--- src/pmic_mode_pkg.sv ---
package pmic_mode_pkg;
   // register word indices; byte address is four times the index
   localparam logic [5:0] IDX_POWER_CTRL = 6'h1b;
   localparam logic [5:0] IDX_MODE_CTRL  = 6'h1c;
   localparam logic [5:0] IDX_SLEEP_KEEP = 6'h1d;
   localparam logic [5:0] IDX_STATUS     = 6'h1e;
   localparam logic [5:0] IDX_FAULT_MASK = 6'h1f;
   localparam logic [5:0] IDX_ON_BASE    = 6'h20;
   localparam logic [5:0] IDX_STBY_BASE  = 6'h28;
   localparam logic [5:0] IDX_OFF_BASE   = 6'h30;

   // regulator layout
   localparam int NBUCK  = 7;
   localparam int NCORE  = 3;
   localparam int SP_W   = 7;
   localparam int CORE_W = 6;
   localparam int NFAULT = 8;

   // field positions
   localparam int BIT_STBY_INV = 6;
   localparam int HOLD_HI      = 5;
   localparam int HOLD_LO      = 4;
   localparam int BIT_PB_STYLE = 0;
   localparam int BIT_LP_EN    = 1;

   // reset values
   localparam logic [7:0]      POWER_CTRL_RST = 8'h10;
   localparam logic [1:0]      MODE_CTRL_RST  = 2'h0;
   localparam logic [SP_W-1:0] SP_RST         = 7'h20;
   localparam logic [NBUCK-1:0] KEEP_RST      = 7'h00;
   localparam logic [NFAULT-1:0] MASK_RST     = 8'hff;

   // timing
   localparam longint CLK_HZ        = 100_000_000;
   localparam longint SLOW_HZ       = 32_768;
   localparam int     SLOW_DIV      = int'(CLK_HZ / SLOW_HZ);
   localparam int     LONG_PRESS_MS = 4000;
   localparam int     LONG_PRESS_CYC = int'(longint'(LONG_PRESS_MS) * (CLK_HZ / 1000));
   localparam int     STBY_SYNC_TICKS = 3;

   // bus responses
   localparam logic [1:0] RESP_OKAY   = 2'b00;
   localparam logic [1:0] RESP_SLVERR = 2'b10;

   // operating states, gray along off-on-standby and on-sleep
   typedef enum logic [2:0] {
      ST_OFF     = 3'b000,
      ST_ON      = 3'b001,
      ST_STANDBY = 3'b011,
      ST_SLEEP   = 3'b101,
      ST_COIN    = 3'b100
   } mode_e;
endpackage

--- src/pmic_power_mode_controller.sv ---
`timescale 1ns/1ps
// Summary of operation
// - five states with defined entries and exits
// - powering up needs supply above rising threshold
// - no port in coin cell; interrupt in three states
// - turn-on enters on, processor reset high
// - turn-off with no keep bits, or thermal, goes off, reset low
// - qualified standby enters and leaves standby
// - standby setpoints mirror on setpoints at power-up
// - standby control is pin xor invert bit
// - standby pin only acts in on and standby states
// - invert bit is bit 6 of 0x1B
// - hold-off codes zero to three slow periods
// - nonzero hold-off postpones the standby response
// - three extra slow cycles synchronise standby
// - hold-off field is bits 5:4 of 0x1B
// - sleep entry by keep bits, button exits
// - sleep uses off setpoints, core six bits
// - sleep settings held until next turn-on
// - unmasked faults drive interrupt during sleep
// - coin cell ignores turn-on, goes off on supply
// - button style selects level or falling edge
// - supply below falling threshold goes coin cell
module pmic_power_mode_controller
   import pmic_mode_pkg::*;
#(
   parameter int LONG_PRESS_CYCLES = LONG_PRESS_CYC
) (
   input  wire logic                    clock,
   input  wire logic                    reset_n,
   input  wire logic [7:0]              s_axi_awaddr,
   input  wire logic                    s_axi_awvalid,
   output logic                         s_axi_awready,
   input  wire logic [31:0]             s_axi_wdata,
   input  wire logic [3:0]              s_axi_wstrb,
   input  wire logic                    s_axi_wvalid,
   output logic                         s_axi_wready,
   output logic [1:0]                   s_axi_bresp,
   output logic                         s_axi_bvalid,
   input  wire logic                    s_axi_bready,
   input  wire logic [7:0]              s_axi_araddr,
   input  wire logic                    s_axi_arvalid,
   output logic                         s_axi_arready,
   output logic [31:0]                  s_axi_rdata,
   output logic [1:0]                   s_axi_rresp,
   output logic                         s_axi_rvalid,
   input  wire logic                    s_axi_rready,
   input  wire logic                    standbyPin,
   input  wire logic                    power_button_in,
   input  wire logic                    supplyAboveThreshold,
   input  wire logic                    thermalShutdown,
   input  wire logic [NFAULT-1:0]       faultEvent,
   output logic                         processor_reset_out_n,
   output logic                         interrupt_out_n,
   output logic                         serialPortActive,
   output logic [NBUCK*SP_W-1:0]        regulatorSetpoint,
   output logic [NBUCK-1:0]             regulatorEnable
);
   localparam int NPIN = NFAULT + 4;

   logic [1:0]            rstSync;
   logic                  rstN;
   logic [NPIN-1:0]       pinRaw, s1, s2, s3, pinLevel;
   logic                  stbyLevel, pbLevel, vinOk, thermal;
   logic [NFAULT-1:0]     faultLevel;
   logic [7:0]            powerCtrl;
   logic [1:0]            modeCtrl;
   logic [NBUCK-1:0]      sleepKeep, keepHeld;
   logic [NFAULT-1:0]     faultMask;
   logic [SP_W-1:0]       onSp [NBUCK];
   logic [SP_W-1:0]       stbySp [NBUCK];
   logic [SP_W-1:0]       offSp [NBUCK];
   logic [SP_W-1:0]       sleepSp [NBUCK];
   logic                  mirrorActive;
   mode_e                 state, next_state;
   logic [11:0]           slowCount;
   logic                  slowTick;
   logic [STBY_SYNC_TICKS-1:0] stbyStage;
   logic [1:0]            holdCount;
   logic                  stbyQual;
   logic                  pbPrev;
   logic [28:0]           pressCount;
   logic                  longPress, turnOn, turnOff, anyKeep;
   logic [7:0]            awAddr;
   logic [31:0]           wData;
   logic [3:0]            wStrb;
   logic                  awHeld, wHeld, doWrite;
   logic [5:0]            wIdx, rIdx;
   logic [31:0]           readWord;
   logic                  readHit;

   ////////////////////////////////////////////////////////////////////////////
   // reset release through two flops
   always_ff @(posedge clock or negedge reset_n) begin
      if (!reset_n) begin
         rstSync <= 2'h0;
      end else begin
         rstSync <= {rstSync[0], 1'b1};
      end
   end
   assign rstN = rstSync[1];

   // pins are asynchronous: three flops, accept once stages two and three agree
   assign pinRaw = {faultEvent, thermalShutdown, supplyAboveThreshold, power_button_in,
                    standbyPin};
   genvar g;
   for (g = 0; g < NPIN; g++) begin : g_pin
      always_ff @(posedge clock or negedge rstN) begin
         if (!rstN) begin
            s1[g]       <= (g == 2);
            s2[g]       <= (g == 2);
            s3[g]       <= (g == 2);
            pinLevel[g] <= (g == 2); // supply idles valid: no false coin cell trip after reset
         end else begin
            s1[g] <= pinRaw[g];
            s2[g] <= s1[g];
            s3[g] <= s2[g];
            if (s2[g] == s3[g]) begin
               pinLevel[g] <= s3[g];
            end
         end
      end
   end
   assign stbyLevel  = pinLevel[0];
   assign pbLevel    = pinLevel[1];
   assign vinOk      = pinLevel[2];
   assign thermal    = pinLevel[3];
   assign faultLevel = pinLevel[NPIN-1:4];

   ////////////////////////////////////////////////////////////////////////////
   // 32 kHz tick from the system clock; truncated divide runs slightly fast
   always_ff @(posedge clock or negedge rstN) begin
      if (!rstN) begin
         slowCount <= 12'h000;
         slowTick  <= 1'b0;
      end else begin
         slowTick <= (slowCount == 12'(SLOW_DIV - 1));
         if (slowCount == 12'(SLOW_DIV - 1)) begin
            slowCount <= 12'h000;
         end else begin
            slowCount <= slowCount + 12'h001;
         end
      end
   end

   // standby path: polarity decode then slow-clock stages then hold-off
   always_ff @(posedge clock or negedge rstN) begin
      if (!rstN) begin
         stbyStage <= '0;
         holdCount <= 2'h0;
         stbyQual  <= 1'b0;
      end else if (slowTick) begin
         stbyStage <= {stbyStage[STBY_SYNC_TICKS-2:0], stbyLevel ^ powerCtrl[BIT_STBY_INV]};
         if (stbyStage[STBY_SYNC_TICKS-1] == stbyQual) begin
            holdCount <= 2'h0;
         end else if (holdCount >= powerCtrl[HOLD_HI:HOLD_LO]) begin
            stbyQual  <= stbyStage[STBY_SYNC_TICKS-1];
            holdCount <= 2'h0;
         end else begin
            holdCount <= holdCount + 2'h1;
         end
      end
   end

   ////////////////////////////////////////////////////////////////////////////
   // power button: falling edge and long-press timer
   always_ff @(posedge clock or negedge rstN) begin
      if (!rstN) begin
         pbPrev     <= 1'b0;
         pressCount <= 29'h0;
      end else begin
         pbPrev <= pbLevel;
         if (pbLevel) begin
            pressCount <= 29'h0;
         end else if (pressCount != 29'(LONG_PRESS_CYCLES)) begin
            pressCount <= pressCount + 29'h1;
         end
      end
   end
   assign longPress = (pressCount == 29'(LONG_PRESS_CYCLES));
   assign anyKeep   = |sleepKeep;

   // level enable or falling edge trigger
   always_comb begin
      if (modeCtrl[BIT_PB_STYLE]) begin
         turnOn  = pbPrev && !pbLevel;
         turnOff = longPress && modeCtrl[BIT_LP_EN];
      end else begin
         turnOn  = pbLevel;
         turnOff = !pbLevel;
      end
   end

   ////////////////////////////////////////////////////////////////////////////
   // operating state transitions
   always_comb begin
      next_state = state;
      case (state)
         ST_OFF: begin
            if (!vinOk) begin
               next_state = ST_COIN;
            end else if (turnOn && !thermal) begin
               next_state = ST_ON;
            end
         end
         ST_COIN: begin
            if (vinOk) begin
               next_state = ST_OFF;
            end
         end
         ST_ON, ST_STANDBY: begin
            if (!vinOk) begin
               next_state = ST_COIN;
            end else if (thermal) begin
               next_state = ST_OFF;
            end else if (turnOff) begin
               next_state = anyKeep ? ST_SLEEP : ST_OFF;
            end else if (state == ST_ON && stbyQual) begin
               next_state = ST_STANDBY;
            end else if (state == ST_STANDBY && !stbyQual) begin
               next_state = ST_ON;
            end
         end
         ST_SLEEP: begin
            if (!vinOk) begin
               next_state = ST_COIN;
            end else if (thermal) begin
               next_state = ST_OFF;
            end else if (turnOn) begin
               next_state = ST_ON;
            end
         end
         default: next_state = ST_OFF;
      endcase
   end

   always_ff @(posedge clock or negedge rstN) begin
      if (!rstN) begin
         state <= ST_OFF;
      end else begin
         state <= next_state;
      end
   end

   // pin outputs by state
   always_ff @(posedge clock or negedge rstN) begin
      if (!rstN) begin
         processor_reset_out_n <= 1'b0;
         interrupt_out_n       <= 1'b1;
         serialPortActive      <= 1'b0;
      end else begin
         // reset low in off and coin
         processor_reset_out_n <= (state == ST_ON) || (state == ST_STANDBY) ||
                                  (state == ST_SLEEP);
         interrupt_out_n <= !(((state == ST_ON) || (state == ST_STANDBY) ||
                               (state == ST_SLEEP)) && |(faultLevel & ~faultMask));
         serialPortActive <= (state != ST_COIN);
      end
   end

   ////////////////////////////////////////////////////////////////////////////
   // per-regulator set point and enable
   for (g = 0; g < NBUCK; g++) begin : g_reg
      always_ff @(posedge clock or negedge rstN) begin
         if (!rstN) begin
            sleepSp[g]     <= '0;
            keepHeld[g]    <= 1'b0;
            regulatorSetpoint[g*SP_W +: SP_W] <= '0;
            regulatorEnable[g] <= 1'b0;
         end else begin
            if (next_state == ST_SLEEP && state != ST_SLEEP) begin
               sleepSp[g]  <= (g < NCORE) ? {1'b0, offSp[g][CORE_W-1:0]} : offSp[g];
               keepHeld[g] <= sleepKeep[g];
            end
            case (state)
               ST_ON: begin
                  regulatorSetpoint[g*SP_W +: SP_W] <= onSp[g];
                  regulatorEnable[g] <= 1'b1;
               end
               ST_STANDBY: begin
                  regulatorSetpoint[g*SP_W +: SP_W] <= stbySp[g];
                  regulatorEnable[g] <= 1'b1;
               end
               ST_SLEEP: begin
                  // cleared keep bit turns it off
                  regulatorSetpoint[g*SP_W +: SP_W] <= sleepSp[g];
                  regulatorEnable[g] <= keepHeld[g];
               end
               default: begin
                  regulatorSetpoint[g*SP_W +: SP_W] <= '0;
                  regulatorEnable[g] <= 1'b0;
               end
            endcase
         end
      end
   end

   ////////////////////////////////////////////////////////////////////////////
   // axi write channels: address and data taken in either order
   assign s_axi_awready = !awHeld && !s_axi_bvalid;
   assign s_axi_wready  = !wHeld && !s_axi_bvalid;
   assign doWrite       = awHeld && wHeld && !s_axi_bvalid;
   assign wIdx          = awAddr[7:2];

   always_ff @(posedge clock or negedge rstN) begin
      if (!rstN) begin
         awHeld       <= 1'b0;
         wHeld        <= 1'b0;
         awAddr       <= 8'h00;
         wData        <= 32'h0;
         wStrb        <= 4'h0;
         s_axi_bvalid <= 1'b0;
         s_axi_bresp  <= RESP_OKAY;
      end else begin
         if (s_axi_awvalid && s_axi_awready) begin
            awHeld <= 1'b1;
            awAddr <= s_axi_awaddr;
         end
         if (s_axi_wvalid && s_axi_wready) begin
            wHeld <= 1'b1;
            wData <= s_axi_wdata;
            wStrb <= s_axi_wstrb;
         end
         if (doWrite) begin
            awHeld       <= 1'b0;
            wHeld        <= 1'b0;
            s_axi_bvalid <= 1'b1;
            s_axi_bresp  <= (readHitW(wIdx) && state != ST_COIN) ? RESP_OKAY : RESP_SLVERR;
         end else if (s_axi_bready) begin
            s_axi_bvalid <= 1'b0;
         end
      end
   end

   function automatic logic readHitW(input logic [5:0] idx);
      readHitW = (idx >= IDX_POWER_CTRL && idx <= IDX_FAULT_MASK) ||
                 (idx >= IDX_ON_BASE && idx < IDX_OFF_BASE + 6'(NBUCK)) &&
                 (idx[2:0] < 3'(NBUCK));
   endfunction

   // register storage; byte lane 0 carries every field, bus is dead in coin cell
   always_ff @(posedge clock or negedge rstN) begin
      if (!rstN) begin
         powerCtrl    <= POWER_CTRL_RST;
         modeCtrl     <= MODE_CTRL_RST;
         sleepKeep    <= KEEP_RST;
         faultMask    <= MASK_RST;
         mirrorActive <= 1'b1;
         for (int i = 0; i < NBUCK; i++) begin
            onSp[i]   <= SP_RST;
            stbySp[i] <= SP_RST;
            offSp[i]  <= SP_RST;
         end
      end else if (doWrite && wStrb[0] && state != ST_COIN) begin
         if (wIdx == IDX_POWER_CTRL) begin
            powerCtrl <= wData[7:0] & 8'h70;
         end
         if (wIdx == IDX_MODE_CTRL) begin
            modeCtrl <= wData[1:0];
         end
         if (wIdx == IDX_SLEEP_KEEP) begin
            sleepKeep <= wData[NBUCK-1:0];
         end
         if (wIdx == IDX_FAULT_MASK) begin
            faultMask <= wData[NFAULT-1:0];
         end
         for (int i = 0; i < NBUCK; i++) begin
            if (wIdx == IDX_ON_BASE + 6'(i)) begin
               onSp[i] <= wData[SP_W-1:0];
               if (mirrorActive) begin
                  stbySp[i] <= wData[SP_W-1:0];
               end
            end
            if (wIdx == IDX_STBY_BASE + 6'(i)) begin
               stbySp[i]    <= wData[SP_W-1:0];
               mirrorActive <= 1'b0;
            end
            if (wIdx == IDX_OFF_BASE + 6'(i)) begin
               offSp[i] <= wData[SP_W-1:0];
            end
         end
      end
   end

   ////////////////////////////////////////////////////////////////////////////
   // read decode
   assign rIdx = s_axi_araddr[7:2];
   always_comb begin
      readWord = 32'h0;
      readHit  = readHitW(rIdx);
      case (rIdx)
         IDX_POWER_CTRL: readWord = {24'h0, powerCtrl};
         IDX_MODE_CTRL:  readWord = {30'h0, modeCtrl};
         IDX_SLEEP_KEEP: readWord = {25'h0, sleepKeep};
         IDX_STATUS:     readWord = {26'h0, vinOk, stbyQual, mirrorActive, state};
         IDX_FAULT_MASK: readWord = {24'h0, faultMask};
         default: begin
            for (int i = 0; i < NBUCK; i++) begin
               if (rIdx == IDX_ON_BASE + 6'(i)) readWord = {25'h0, onSp[i]};
               if (rIdx == IDX_STBY_BASE + 6'(i)) readWord = {25'h0, stbySp[i]};
               if (rIdx == IDX_OFF_BASE + 6'(i)) readWord = {25'h0, offSp[i]};
            end
         end
      endcase
   end

   // read answer one cycle after the address is taken
   assign s_axi_arready = !s_axi_rvalid;
   always_ff @(posedge clock or negedge rstN) begin
      if (!rstN) begin
         s_axi_rvalid <= 1'b0;
         s_axi_rdata  <= 32'h0;
         s_axi_rresp  <= RESP_OKAY;
      end else if (s_axi_arvalid && s_axi_arready) begin
         s_axi_rvalid <= 1'b1;
         s_axi_rdata  <= (readHit && state != ST_COIN) ? readWord : 32'h0;
         s_axi_rresp  <= (readHit && state != ST_COIN) ? RESP_OKAY : RESP_SLVERR;
      end else if (s_axi_rready) begin
         s_axi_rvalid <= 1'b0;
      end
   end
endmodule

--- config.mk ---
export PLATFORM = sky130hd
export DESIGN_NAME = pmic_power_mode_controller
export DESIGN_NICKNAME = d
export VERILOG_FILES = /design/src/pmic_mode_pkg.sv /design/src/pmic_power_mode_controller.sv
export SDC_FILE = /design/constraint.sdc
export NUM_CORES = 1
export LEC_CHECK = 0
export BUFFER_PORTS_ARGS = -buffer_cell sky130_fd_sc_hd__buf_2
export CORE_ASPECT_RATIO = 1.5
export CORE_UTILIZATION = 45
export DETAILED_ROUTE_END_ITERATION = 8
export GPL_ROUTABILITY_DRIVEN = 0
export PLACE_DENSITY = 0.7
export SLEW_MARGIN = 15
export SYNTH_ARGS = -nofsm -noshare
export SYNTH_HDL_FRONTEND = slang
export SYNTH_SLANG_ARGS = --single-unit
--- constraint.sdc ---
create_clock -name clock -period 13.5 [get_ports clock]
set_input_delay 2.7 -clock clock [delete_from_list [all_inputs] [get_ports clock]]
set_output_delay 2.7 -clock clock [all_outputs]
set_load 0.05 [all_outputs]
# Word-level counts from Yosys, hierarchy flattened
# Cells that the tools add are included.
[op_classes] addsub=3 n_mul=0 n_div=0 n_lt_le_gt_ge=11 eq_ne=74 shift=0 muxes=89 n_bitwise=4 n_reduce_logical=87
[op_table] op="$mux W32" count=21
[op_table] op="$eq A6 B6 Y1 const B" count=42
[op_table] op="$pmux W32 S5" count=1
[op_table] op="$pmux W7 S3" count=7
[op_table] op="$mux W7" count=16
[op_table] op="$mux W29" count=2
[op_table] op="$eq A6 B5 Y1 const B" count=9
[op_table] op="$reduce_and A2 Y1" count=19
[op_table] op="$reduce_bool A2 Y1" count=19
[op_table] op="$mux W3" count=12
[op_table] op="$add A29 B1 Y29 const B" count=1
[op_table] op="$eq A29 B29 Y1 const B" count=1
[op_table] op="$ne A29 B29 Y1 const B" count=1
[op_table] op="$logic_and A1 B1 Y1" count=24
[op_table] op="$reduce_and A3 Y1" count=8
[op_table] op="$mux W1" count=17
[op_table] op="$pmux W1 S2" count=7
[op_table] op="$eq A1 B1 Y1" count=13
[op_table] op="$add A12 B1 Y12 const B" count=1
[op_table] op="$eq A12 B12 Y1 const B" count=1
[op_table] op="$ge A6 B5 Y1 const B" count=2
[op_table] op="$ge A6 B6 Y1 const B" count=2
[op_table] op="$le A6 B5 Y1 const B" count=2
[op_table] op="$lt A6 B6 Y1 const B" count=2
[op_table] op="other kinds (21)" count=38
[totals] register_bits=439 latch_bits=0 ram_bits=0 romBits=0 in_bits=71 out_inout_bits=100 word_cells=392 n_memories=0

# Depth between registers and ports, before layout
# Gate-level depths: netlist (run 1).
[logic_depth] ltp_word=24 depth_mapped=9 ltp_nobuf=8

# Worst setup path before layout (run 1)
# Ideal clock, no wire load.
[synth_timing] kind="input port to flip-flop" start="input s_axi_araddr[2]" end="register s_axi_rdata[6]" t_arrival_ns=4.245 t_required_ns=13.424 slack_ns=9.178 path_stages=7 path_buffers=1 cell_sequence="buf_2 -> or4b_1 -> nor2_1 -> a22oi_1 -> a311oi_1 -> a21oi_1 -> o21ai_1"
[synth_between] elab_chain_len=24 elab_cells_between_ends=59
[synth_lines] element="from (decl)" line="pmic_power_mode_controller.sv:41" source="input wire logic [7:0] s_axi_araddr,"
[synth_lines] element="$eq A6 B6 Y1" line="pmic_power_mode_controller.sv:399" source="if (rIdx == IDX_ON_BASE + 6'(i)) readWord = {25'h0, onSp[i]};"
[synth_lines] element="$mux W7" line="pmic_power_mode_controller.sv:399"
[synth_lines] element="$mux W32" line="pmic_power_mode_controller.sv:400" source="if (rIdx == IDX_STBY_BASE + 6'(i)) readWord = {25'h0, stbySp[i]};"
[synth_lines] element="$mux W32" line="pmic_power_mode_controller.sv:401" source="if (rIdx == IDX_OFF_BASE + 6'(i)) readWord = {25'h0, offSp[i]};"
[synth_lines] element="$mux W32" line="pmic_power_mode_controller.sv:399"
[synth_lines] element="$mux W32" line="pmic_power_mode_controller.sv:400"
[synth_lines] element="$mux W32" line="pmic_power_mode_controller.sv:401"
[synth_lines] element="$mux W32" line="pmic_power_mode_controller.sv:399"
[synth_lines] element="(+8 left out)"
[synth_lines] element="$mux W32" line="pmic_power_mode_controller.sv:399"
[synth_lines] element="$mux W32" line="pmic_power_mode_controller.sv:400"
[synth_lines] element="$mux W32" line="pmic_power_mode_controller.sv:401"
[synth_lines] element="$mux W32" line="pmic_power_mode_controller.sv:399"
[synth_lines] element="$mux W32" line="pmic_power_mode_controller.sv:400"
[synth_lines] element="$mux W32" line="pmic_power_mode_controller.sv:401"
[synth_lines] element="$pmux W32 S5" line="pmic_power_mode_controller.sv:391" source="case (rIdx)"
[synth_lines] element="$mux W32 (*)" line="pmic_power_mode_controller.sv:416" source="s_axi_rdata <= (readHit && state != ST_COIN) ? readWord : 32'h0;"
[synth_lines] element="to (signal assigned)" line="pmic_power_mode_controller.sv:416"
[synth_lines] element="to (decl)" line="pmic_power_mode_controller.sv:44" source="output logic [31:0] s_axi_rdata,"
# Every way passes the cells marked *; elsewhere a longest branch is shown, timed or not.
# A chain may end at the register's enable or synchronous reset.

# Worst setup path after layout (run 1)
[layout_timing] start="input s_axi_araddr[2]" end="register s_axi_rdata[2]"
# The elaborated chain is that of the path after synthesis.

==> results.cfg, run 1 <==
[run_status]
status = finished clean

[yosys]
yosysSeqAreaShare_pct = 55.7
synthFlopType = dfrtp_1
synth.distinct_cells = 80
yosys.area.top_type_share_pct = 50.6
postSynthCellCount = 1494
synth_area_per_cell_um2 = 12.4
syn_area_um2 = 18500
synth.area.top_cells = dfrtp_1, mux2_1, dfstp_2
synth-async-reset-ratio_pct = 100
synth_edf_count = 0
synth_seq_cells = 411
yosys.area.top_type = dfrtp_1
ys_warn_count = 0

[cells_and_area]
nNetsFinal = 1664
area.growth.synth_to_final_pct = 11.8
final_cell_mix = dfrtp_1, mux2_1, buf_2
drive_gt1_share_pct = 20.8
final_area_um2 = 20700
fill_cells = 3469
diodes = 0
layout_commonest_cell = dfrtp_1

[sta]
grt_setup_unrepaired = false
maxSlewViolCount = 0
final.setup_skew_ps = 13.2
hold_viol = 0
setup-violations-final = 0
layout_min_cycle_time_ps = 4830
max_freq_mhz = 207
worst-slew-pin-transition_ps = 1250
timing.final.crit_share_pct = 35.8
setup_ws_ps = 8670
fin_tns_setup_ps = 0
slew_headroom_pct = 16.5

[floorplan]
die_y_um = 251
ios = 171
core_area_um2 = 40400
die_w_um = 168
row_count = 90
dieArea_um2 = 42000
start_util_pct = 45.9

[placement]
dp_slack_ps = 8200
placed_cell_area_um2 = 19400
dp_hpwl_mm = 33.1
io_buffers = 113

[worst_setup_path]
reg2reg_depth = 7
r2r-start = pbLevel$_DFFE_PN0N_
cp_max_fo = 18
start_kind = primary input
startpoint = s_axi_araddr[2]
cp-end-kind = register
arrival_ps = 5290
required_ps = 13960
crit_type = in2reg

[cts]
htree_levels = 2
cts_buffers = 39
cts_resized = 0
clk_pin_slew_ps = 70
clockBufferDepth = 3
clock_latency_ps = 550
cts_setup_buffers = 0
cts_sinks = 411
cts_tree = done
cts_root_buffer = clkbuf_16
cts_hold_buffers = 0

[routing]
ant_nets = 0
wirelength_mm = 48.7
post_drt_wl_per_cell_um = 22.9
drcViolationCount = 0
num_vias = 12200
avgViaCountPerCell = 5.76
drt_iter0_markers = 859
drtPass1Iterations = 5

[global_route]
grt_pass1_vias = 12600
grt_max_degree = 80
antenna_found_initial = 0
grt_remaining_overflow = 0
grtUsageTotal_pct = 23.7
grt_pass1_wl_mm = 75.5

[pwr]
leakagePower_nw = 10.1
p_per_area_nw_per_um2 = 152
total_power_mw = 3.15
irDropWorstVdd_mv = 0.105

[run]
cap_violations = 0

[worst_hold_path]
hold_class = reg2reg
hold_start = s1[1]$_DFF_PN0_
holdPathStages = 0
[area by class of cell]
class	count	area (um2)	share of cell area, %
sequential	411	10300	49.9
multi-input combinational	975	7610	36.8
tap	506	633	3.06
clock buffer	60	1200	5.78
clock inverter	11	133	0.640
inverter	31	116	0.562
timing repair buffer	129	686	3.31
[report_power, final]
part	internal, mW	switching (mW)	leakage (nW)
sequential	1.39	0.248	5.41
clock	0.670	0.474	0.658
combinational	0.153	0.210	3.98
[worst max-delay path, stage by stage]
cell and delay, ps:
buf_2 240, or4b_1 660, nor2_1 660, a221oi_1 180, a21oi_1 480, nor3_1 120
o31ai_1 240
[logic make-up after synthesis]
kind of cell	count (synthesis)	share of synthesized area [%]
XOR/XNOR	36	1.70
multiplexers	300	19.0
AND/OR/NAND/NOR	395	11.5
adder cells (fa/ha/maj)	18	1.05
other	2	0.0405
flip-flops	411	55.7
buffers and inverters	133	3.75
AO/OA/AOI/OAI	199	7.22
[through the flow]
| step | hold slack [ps] | std cells | util (%) |
|---|---|---|---|
| global route | 357 | 2123 | 51.2 |
| global placement | 333 | 2052 | 48.0 |
| finish | 347 | 2123 | 51.2 |
| CTS | 350 | 2123 | 51.2 |
| floorplan | 331 | 1519 | - |
| detailed placement | 336 | 2052 | 48.0 |
[flip-flops by register name, indices dropped and copies added, names as in the netlist, 8 cells and up]
register	flops
pressCount	29
faultMask	8
s3	12
slowCount	12
offSp	49
wData	8
faultLevel	8
s2	12
s1	12
onSp	49
stbySp	49
s_axi_rdata	8
regulatorSetpoint	49
sleepSp	46
[path summary, 6_finish.rpt]
check	endpoint	slack (ps)
max in group asynchronous	sleepKeep[6]$_DFFE_PN0P_	9990
worst min register to register	s2[1]$_DFF_PN0_	350
min in group asynchronous	slowCount[8]$_DFF_PN0_	400
worst max register to register	sleepSp[1]$_DFFE_PN0P_	9920
worst min-delay path	s2[1]$_DFF_PN0_	350
worst max-delay path	s_axi_rdata[2]$_DFFE_PN0P_	8670
[layer usage]
layer  global-route usage (%)  part of all wire, %
met5                        0                    0
met3                     3.65                  5.1
met4                     15.8                  7.0
met2                     40.3                   50
met1                     27.8                   38
[cell usage after synthesis, drive strengths merged (5+ instances only)]
master / count
nand3: 31
nand2b: 12
clkbuf: 49
nor3: 25
maj3: 12
ha: 6
a21boi: 10
nor2: 77
inv: 30
nor2b: 13
xnor2: 17
and3b: 5
nor3b: 6
xor2: 19
and2: 60
dfrtp: 375
a211oi: 5
a21oi: 21
a22oi: 49
buf: 53
o21ai: 65
o22ai: 9
nand4: 17
and3: 9
dfstp: 36
nand2: 107
mux2i: 52
mux2: 246
nor4: 15
No activity file was read; power rests on OpenSTA's default activity.
==> run 2: changes to the inputs <==
==> constraint.sdc (replaced) <==
create_clock -name clock -period 5.05 [get_ports clock]
set_input_delay 1.01 -clock clock [delete_from_list [all_inputs] [get_ports clock]]
set_output_delay 1.01 -clock clock [all_outputs]
set_load 0.05 [all_outputs]
==> run 2 against run 1 <==
Sequential power grew to 2.7 times the previous value. Power increased to 2.7 times the previous value. Highest routed layer unchanged. Clock-buffer cell count fell by 2. Critical path type unchanged.
==> results.cfg, run 2 (same netlist as run 1, synthesis figures left out) <==
[worst_setup_path]
cp_max_fo = 18
required_ps = 5520
critical_path.top_delay_family = simple AND/OR/NAND/NOR gates
crit_chain = buf_2 -> or4b_1 -> nor2_1 -> a221oi_1 -> a21oi_1 -> nor3_1 -> o31ai_1
start_kind = primary input
cp_slowest_cell = or4b_1
cp-end-kind = register
arrival_ps = 3590
cp_num_buf_inv = 1
crit_type = in2reg
max_stage_delay_ps = 650

[floorplan]
row_count = 90
start_util_pct = 45.9
die_y_um = 251
core_area_um2 = 40400
dieArea_um2 = 42000
die_w_um = 168
ios = 171

[cells_and_area]
layout_commonest_cell = dfrtp_1
final_core_util_pct = 51.3
final_cell_mix = dfrtp_1, mux2_1, buf_2
area.growth.synth_to_final_pct = 11.9
nNetsFinal = 1665
diodes = 0
drive_gt1_share_pct = 20.7

[cts]
cts_tree = done
clock_latency_ps = 560
cts_setup_buffers = 0
clockBufferDepth = 3
clk_pin_slew_ps = 60
cts_sinks = 411
htree_levels = 2
cts_root_buffer = clkbuf_16
cts_hold_buffers = 0
cts_resized = 0
cts_buffers = 39

[sta]
hold_viol = 0
setup_ws_ps = 1930
grt_setup_unrepaired = false
final.setup_skew_ps = 28.5
fin_tns_setup_ps = 0
worst-slew-pin-transition_ps = 1230
slew_headroom_pct = 18.0
timing.final.crit_share_pct = 61.8
setup-violations-final = 0
layout_min_cycle_time_ps = 3120
maxSlewViolCount = 0
max_freq_mhz = 321

[routing]
post_drt_wl_per_cell_um = 22.8
drt_iter0_markers = 922
drtPass1Iterations = 7
num_vias = 12300
avgViaCountPerCell = 5.77
wirelength_mm = 48.5
ant_nets = 0
drcViolationCount = 0

[pwr]
irDropWorstVdd_mv = 0.354
p_per_area_nw_per_um2 = 404
leakagePower_nw = 10.1

[run_status]
status = finished clean

[placement]
dp_hpwl_mm = 32.9
dp_slack_ps = 1470
io_buffers = 113

[worst_hold_path]
hold_class = in2async

[global_route]
antenna_found_initial = 1
grt_pass1_vias = 12600
grtUsageTotal_pct = 23.4
grt_pass1_wl_mm = 74.4
grt_max_degree = 136
grt_remaining_overflow = 0

[run]
cap_violations = 0
run 2: cell types whose count changed in the layout (fill, tap and decap cells not counted):
cell and delta:
buf_4 -2, bufinv_16 +1, clkbuf_1 +4, inv_6 +2
clkinvlp_4 -1, buf_12 +3, clkbuf_8 -5, clkbuf_16 -1
clkinv_8 +1
run 2: final cells by class:
type / instances / area, um2
Clock inverter: 14 / 189
Tap cell: 506 / 633
Multi-Input combinational cell: 975 / 7610
Fill cell: 3481 / 19700
Inverter: 31 / 116
Sequential cell: 411 / 10300
Clock buffer: 58 / 1120
Timing Repair Buffer: 130 / 731
run 2: per-layer routing:
metal  GRT usage [%]  up-vias  wire length [um]
li1                -     5446                 -
met1            27.5     6134             18100
met2            39.5      509             24000
met3            3.40      175              2910
met4            16.4        0              3570
met5               0        -                 0
run 2: final timing paths:
kind | startpoint | to | slack, ps | depth (start not counted)
max | s_axi_araddr[2] | s_axi_rdata[2]$_DFFE_PN0P_ | 1930 | 7
min | reset_n | rstSync[1]$_DFF_PN0_ | 230 | 1
max reg2reg | state[0]$_DFF_PN0_ | onSp[31]$_DFFE_PN0P_ | 1960 | 7
min reg2reg | s1[1]$_DFF_PN0_ | s2[1]$_DFF_PN0_ | 350 | 0
max in group asynchronous | rstSync[1]$_DFF_PN0_ | regulatorSetpoint[10]$_DFF_PN0_ | 3260 | 1
min in group clock | s1[1]$_DFF_PN0_ | s2[1]$_DFF_PN0_ | 350 | 0
run 2: worst register-to-register path, cell delays in order, from the launching register on:
cell and delay, ps:
dfrtp_1 650, nor3b_2 700, inv_2 140, and3_1 220
and3b_1 240, and2_1 170, nand2_1 450, mux2_1 390
run 2: report_power, final:
group	switching (mW)	internal [mW]	leakage, nW	total, mW
sequential	0.667	3.72	5.41	4.39
combinational	0.558	0.412	4.00	0.969
clock	1.28	1.75	0.644	3.03
run 2: metrics by stage:
step                hold slack (ps)  instances  area, um2  power, mW
floorplan                       331       1519      18600       4.96
global placement                333       2053      19400       5.35
detailed placement              335       2053      19400       5.40
CTS                             208       2125      20700       8.45
global route                    208       2125      20700       8.71
finish                          228       2125      20700       8.38
==> run 3: changes to the inputs <==
==> constraint.sdc (replaced) <==
create_clock -name clock -period 3 [get_ports clock]
set_input_delay 0.6 -clock clock [delete_from_list [all_inputs] [get_ports clock]]
set_output_delay 0.6 -clock clock [all_outputs]
set_load 0.05 [all_outputs]
==> run 3 against run 2 <==
Die area stayed put. Worst hold slack worse by 72 ps. Highest routed layer unchanged. Critical endpoint is now sleepSp[2]$_DFFE_PN0P_. Setup slack worse by 1500 ps. Via count grew 0.97%.
==> results.cfg, run 3 (same netlist as run 1, synthesis figures left out) <==
[pwr]
p_per_area_nw_per_um2 = 668
leakagePower_nw = 10.2
total_power_mw = 14.0
irDropWorstVdd_mv = 0.479

[cts]
cts_buffers = 39
cts_root_buffer = clkbuf_16
cts_sinks = 411
htree_levels = 2
clockBufferDepth = 3
cts_setup_buffers = 0
cts_resized = 0
clock_latency_ps = 550
cts_hold_buffers = 1
cts_tree = done
clk_pin_slew_ps = 60

[floorplan]
die_w_um = 168
core_area_um2 = 40400
row_count = 90
ios = 171
dieArea_um2 = 42000
die_y_um = 251
start_util_pct = 45.9

[worst_setup_path]
max_stage_delay_ps = 450
start_kind = register
reg2reg_depth = 7
crit_type = reg2reg
arrival_ps = 2990
cp_slowest_cell = dfrtp_1
reg2reg_slack_ps = 440
required_ps = 3430
crit_chain = nor4_1 -> nand4_1 -> nor4_4 -> o32ai_4 -> o211ai_4 -> buf_12 -> mux2_2
cp-end-kind = register
cp_max_fo = 29

[sta]
worst-slew-pin-transition_ps = 1290
max_freq_mhz = 391
slew_headroom_pct = 14.0
maxSlewViolCount = 0
setup-violations-final = 0
grt_setup_unrepaired = false
timing.final.crit_share_pct = 85.2
final.setup_skew_ps = 24.6
hold_viol = 0
layout_min_cycle_time_ps = 2560
setup_ws_ps = 443

[cells_and_area]
nNetsFinal = 1699
drive_gt1_share_pct = 22.3
regArea_um2 = 10300
layout_commonest_cell = dfrtp_1
final_cell_mix = dfrtp_1, mux2_1, buf_2
fill_cells = 3483
multi_input_area_um2 = 7610
area.growth.synth_to_final_pct = 13.3

[global_route]
grt_max_degree = 97
grtUsageTotal_pct = 23.9
grt_remaining_overflow = 0
antenna_found_initial = 2
grt_pass1_wl_mm = 76.0
grt_pass1_vias = 12800

[placement]
dp_hpwl_mm = 34.2
dp_slack_ps = 310
io_buffers = 113

[routing]
drtPass1Iterations = 5
post_drt_wl_per_cell_um = 22.8
num_vias = 12400
ant_nets = 0
avgViaCountPerCell = 5.74
wirelength_mm = 49.3
drcViolationCount = 0
drt_iter0_markers = 650

[run]
cap_violations = 0

[worst_hold_path]
holdPathStages = 1
hold_class = in2reg

[run_status]
status = finished clean
run 3: cell count changes in the layout (fill, tap and decap cells not counted), sizes merged:
cell / before / now
buf: 130 / 163
bufinv: 4 / 2
clkinv: 9 / 7
diode: 0 / 2
clkinvlp: 0 / 1
dlygate4sd3: 0 / 1
inv: 32 / 33
run 3: worst paths after layout:
kind	start	endpoint
max	pressCount[5]$_DFFE_PN0P_	sleepSp[2]$_DFFE_PN0P_
min	supplyAboveThreshold	s1[2]$_DFF_PN1_
max reg2reg	pressCount[5]$_DFFE_PN0P_	sleepSp[2]$_DFFE_PN0P_
min reg2reg	rstSync[1]$_DFF_PN0_	s2[1]$_DFF_PN0_
max in group asynchronous	rstSync[1]$_DFF_PN0_	pressCount[28]$_DFFE_PN0P_
min in group asynchronous	rstSync[1]$_DFF_PN0_	s2[1]$_DFF_PN0_
run 3: power by group:
part	internal, mW	switching [mW]
sequential	6.26	1.15
combinational	0.726	0.988
clock	2.79	2.12
run 3: cell type report:
class / count / share of cell area (%)
timing repair buffer: 164 / 4.95
clock buffer: 58 / 5.37
sequential: 411 / 49.2
multi-input combinational: 975 / 36.3
antenna: 2 / 0.0238
clock inverter: 12 / 0.608
inverter: 31 / 0.554
tap: 506 / 3.01
run 3: critical path, delay by kind of cell (launching register included):
kind / cells / cell delay [ps]
DFF: 1 / 450
and+or+nand+nor: 3 / 980
muxes: 1 / 380
AOI/OAI and AO/OA: 2 / 310
buffers and inverters: 1 / 280
run 3: per-layer routing:
| layer | share of wire [%] | track usage [%] | up-vias |
|---|---|---|---|
| met5 | 0 | 0 | - |
| met4 | 6.6 | 14.8 | 0 |
| met3 | 5.3 | 3.81 | 157 |
| met2 | 51 | 41.1 | 447 |
| met1 | 37 | 27.9 | 6283 |
| li1 | - | - | 5496 |
run 3: per-stage QoR:
step,TNS (ps),cell area (um2),hold WS [ps],instances,util (%)
floorplan,-379220,18600,304,1519,-
global placement,0,19700,319,2086,48.8
detailed placement,0,19700,329,2086,48.8
CTS,0,21000,133,2157,51.9
global route,0,21000,134,2159,51.9
finish,0,21000,156,2159,51.9
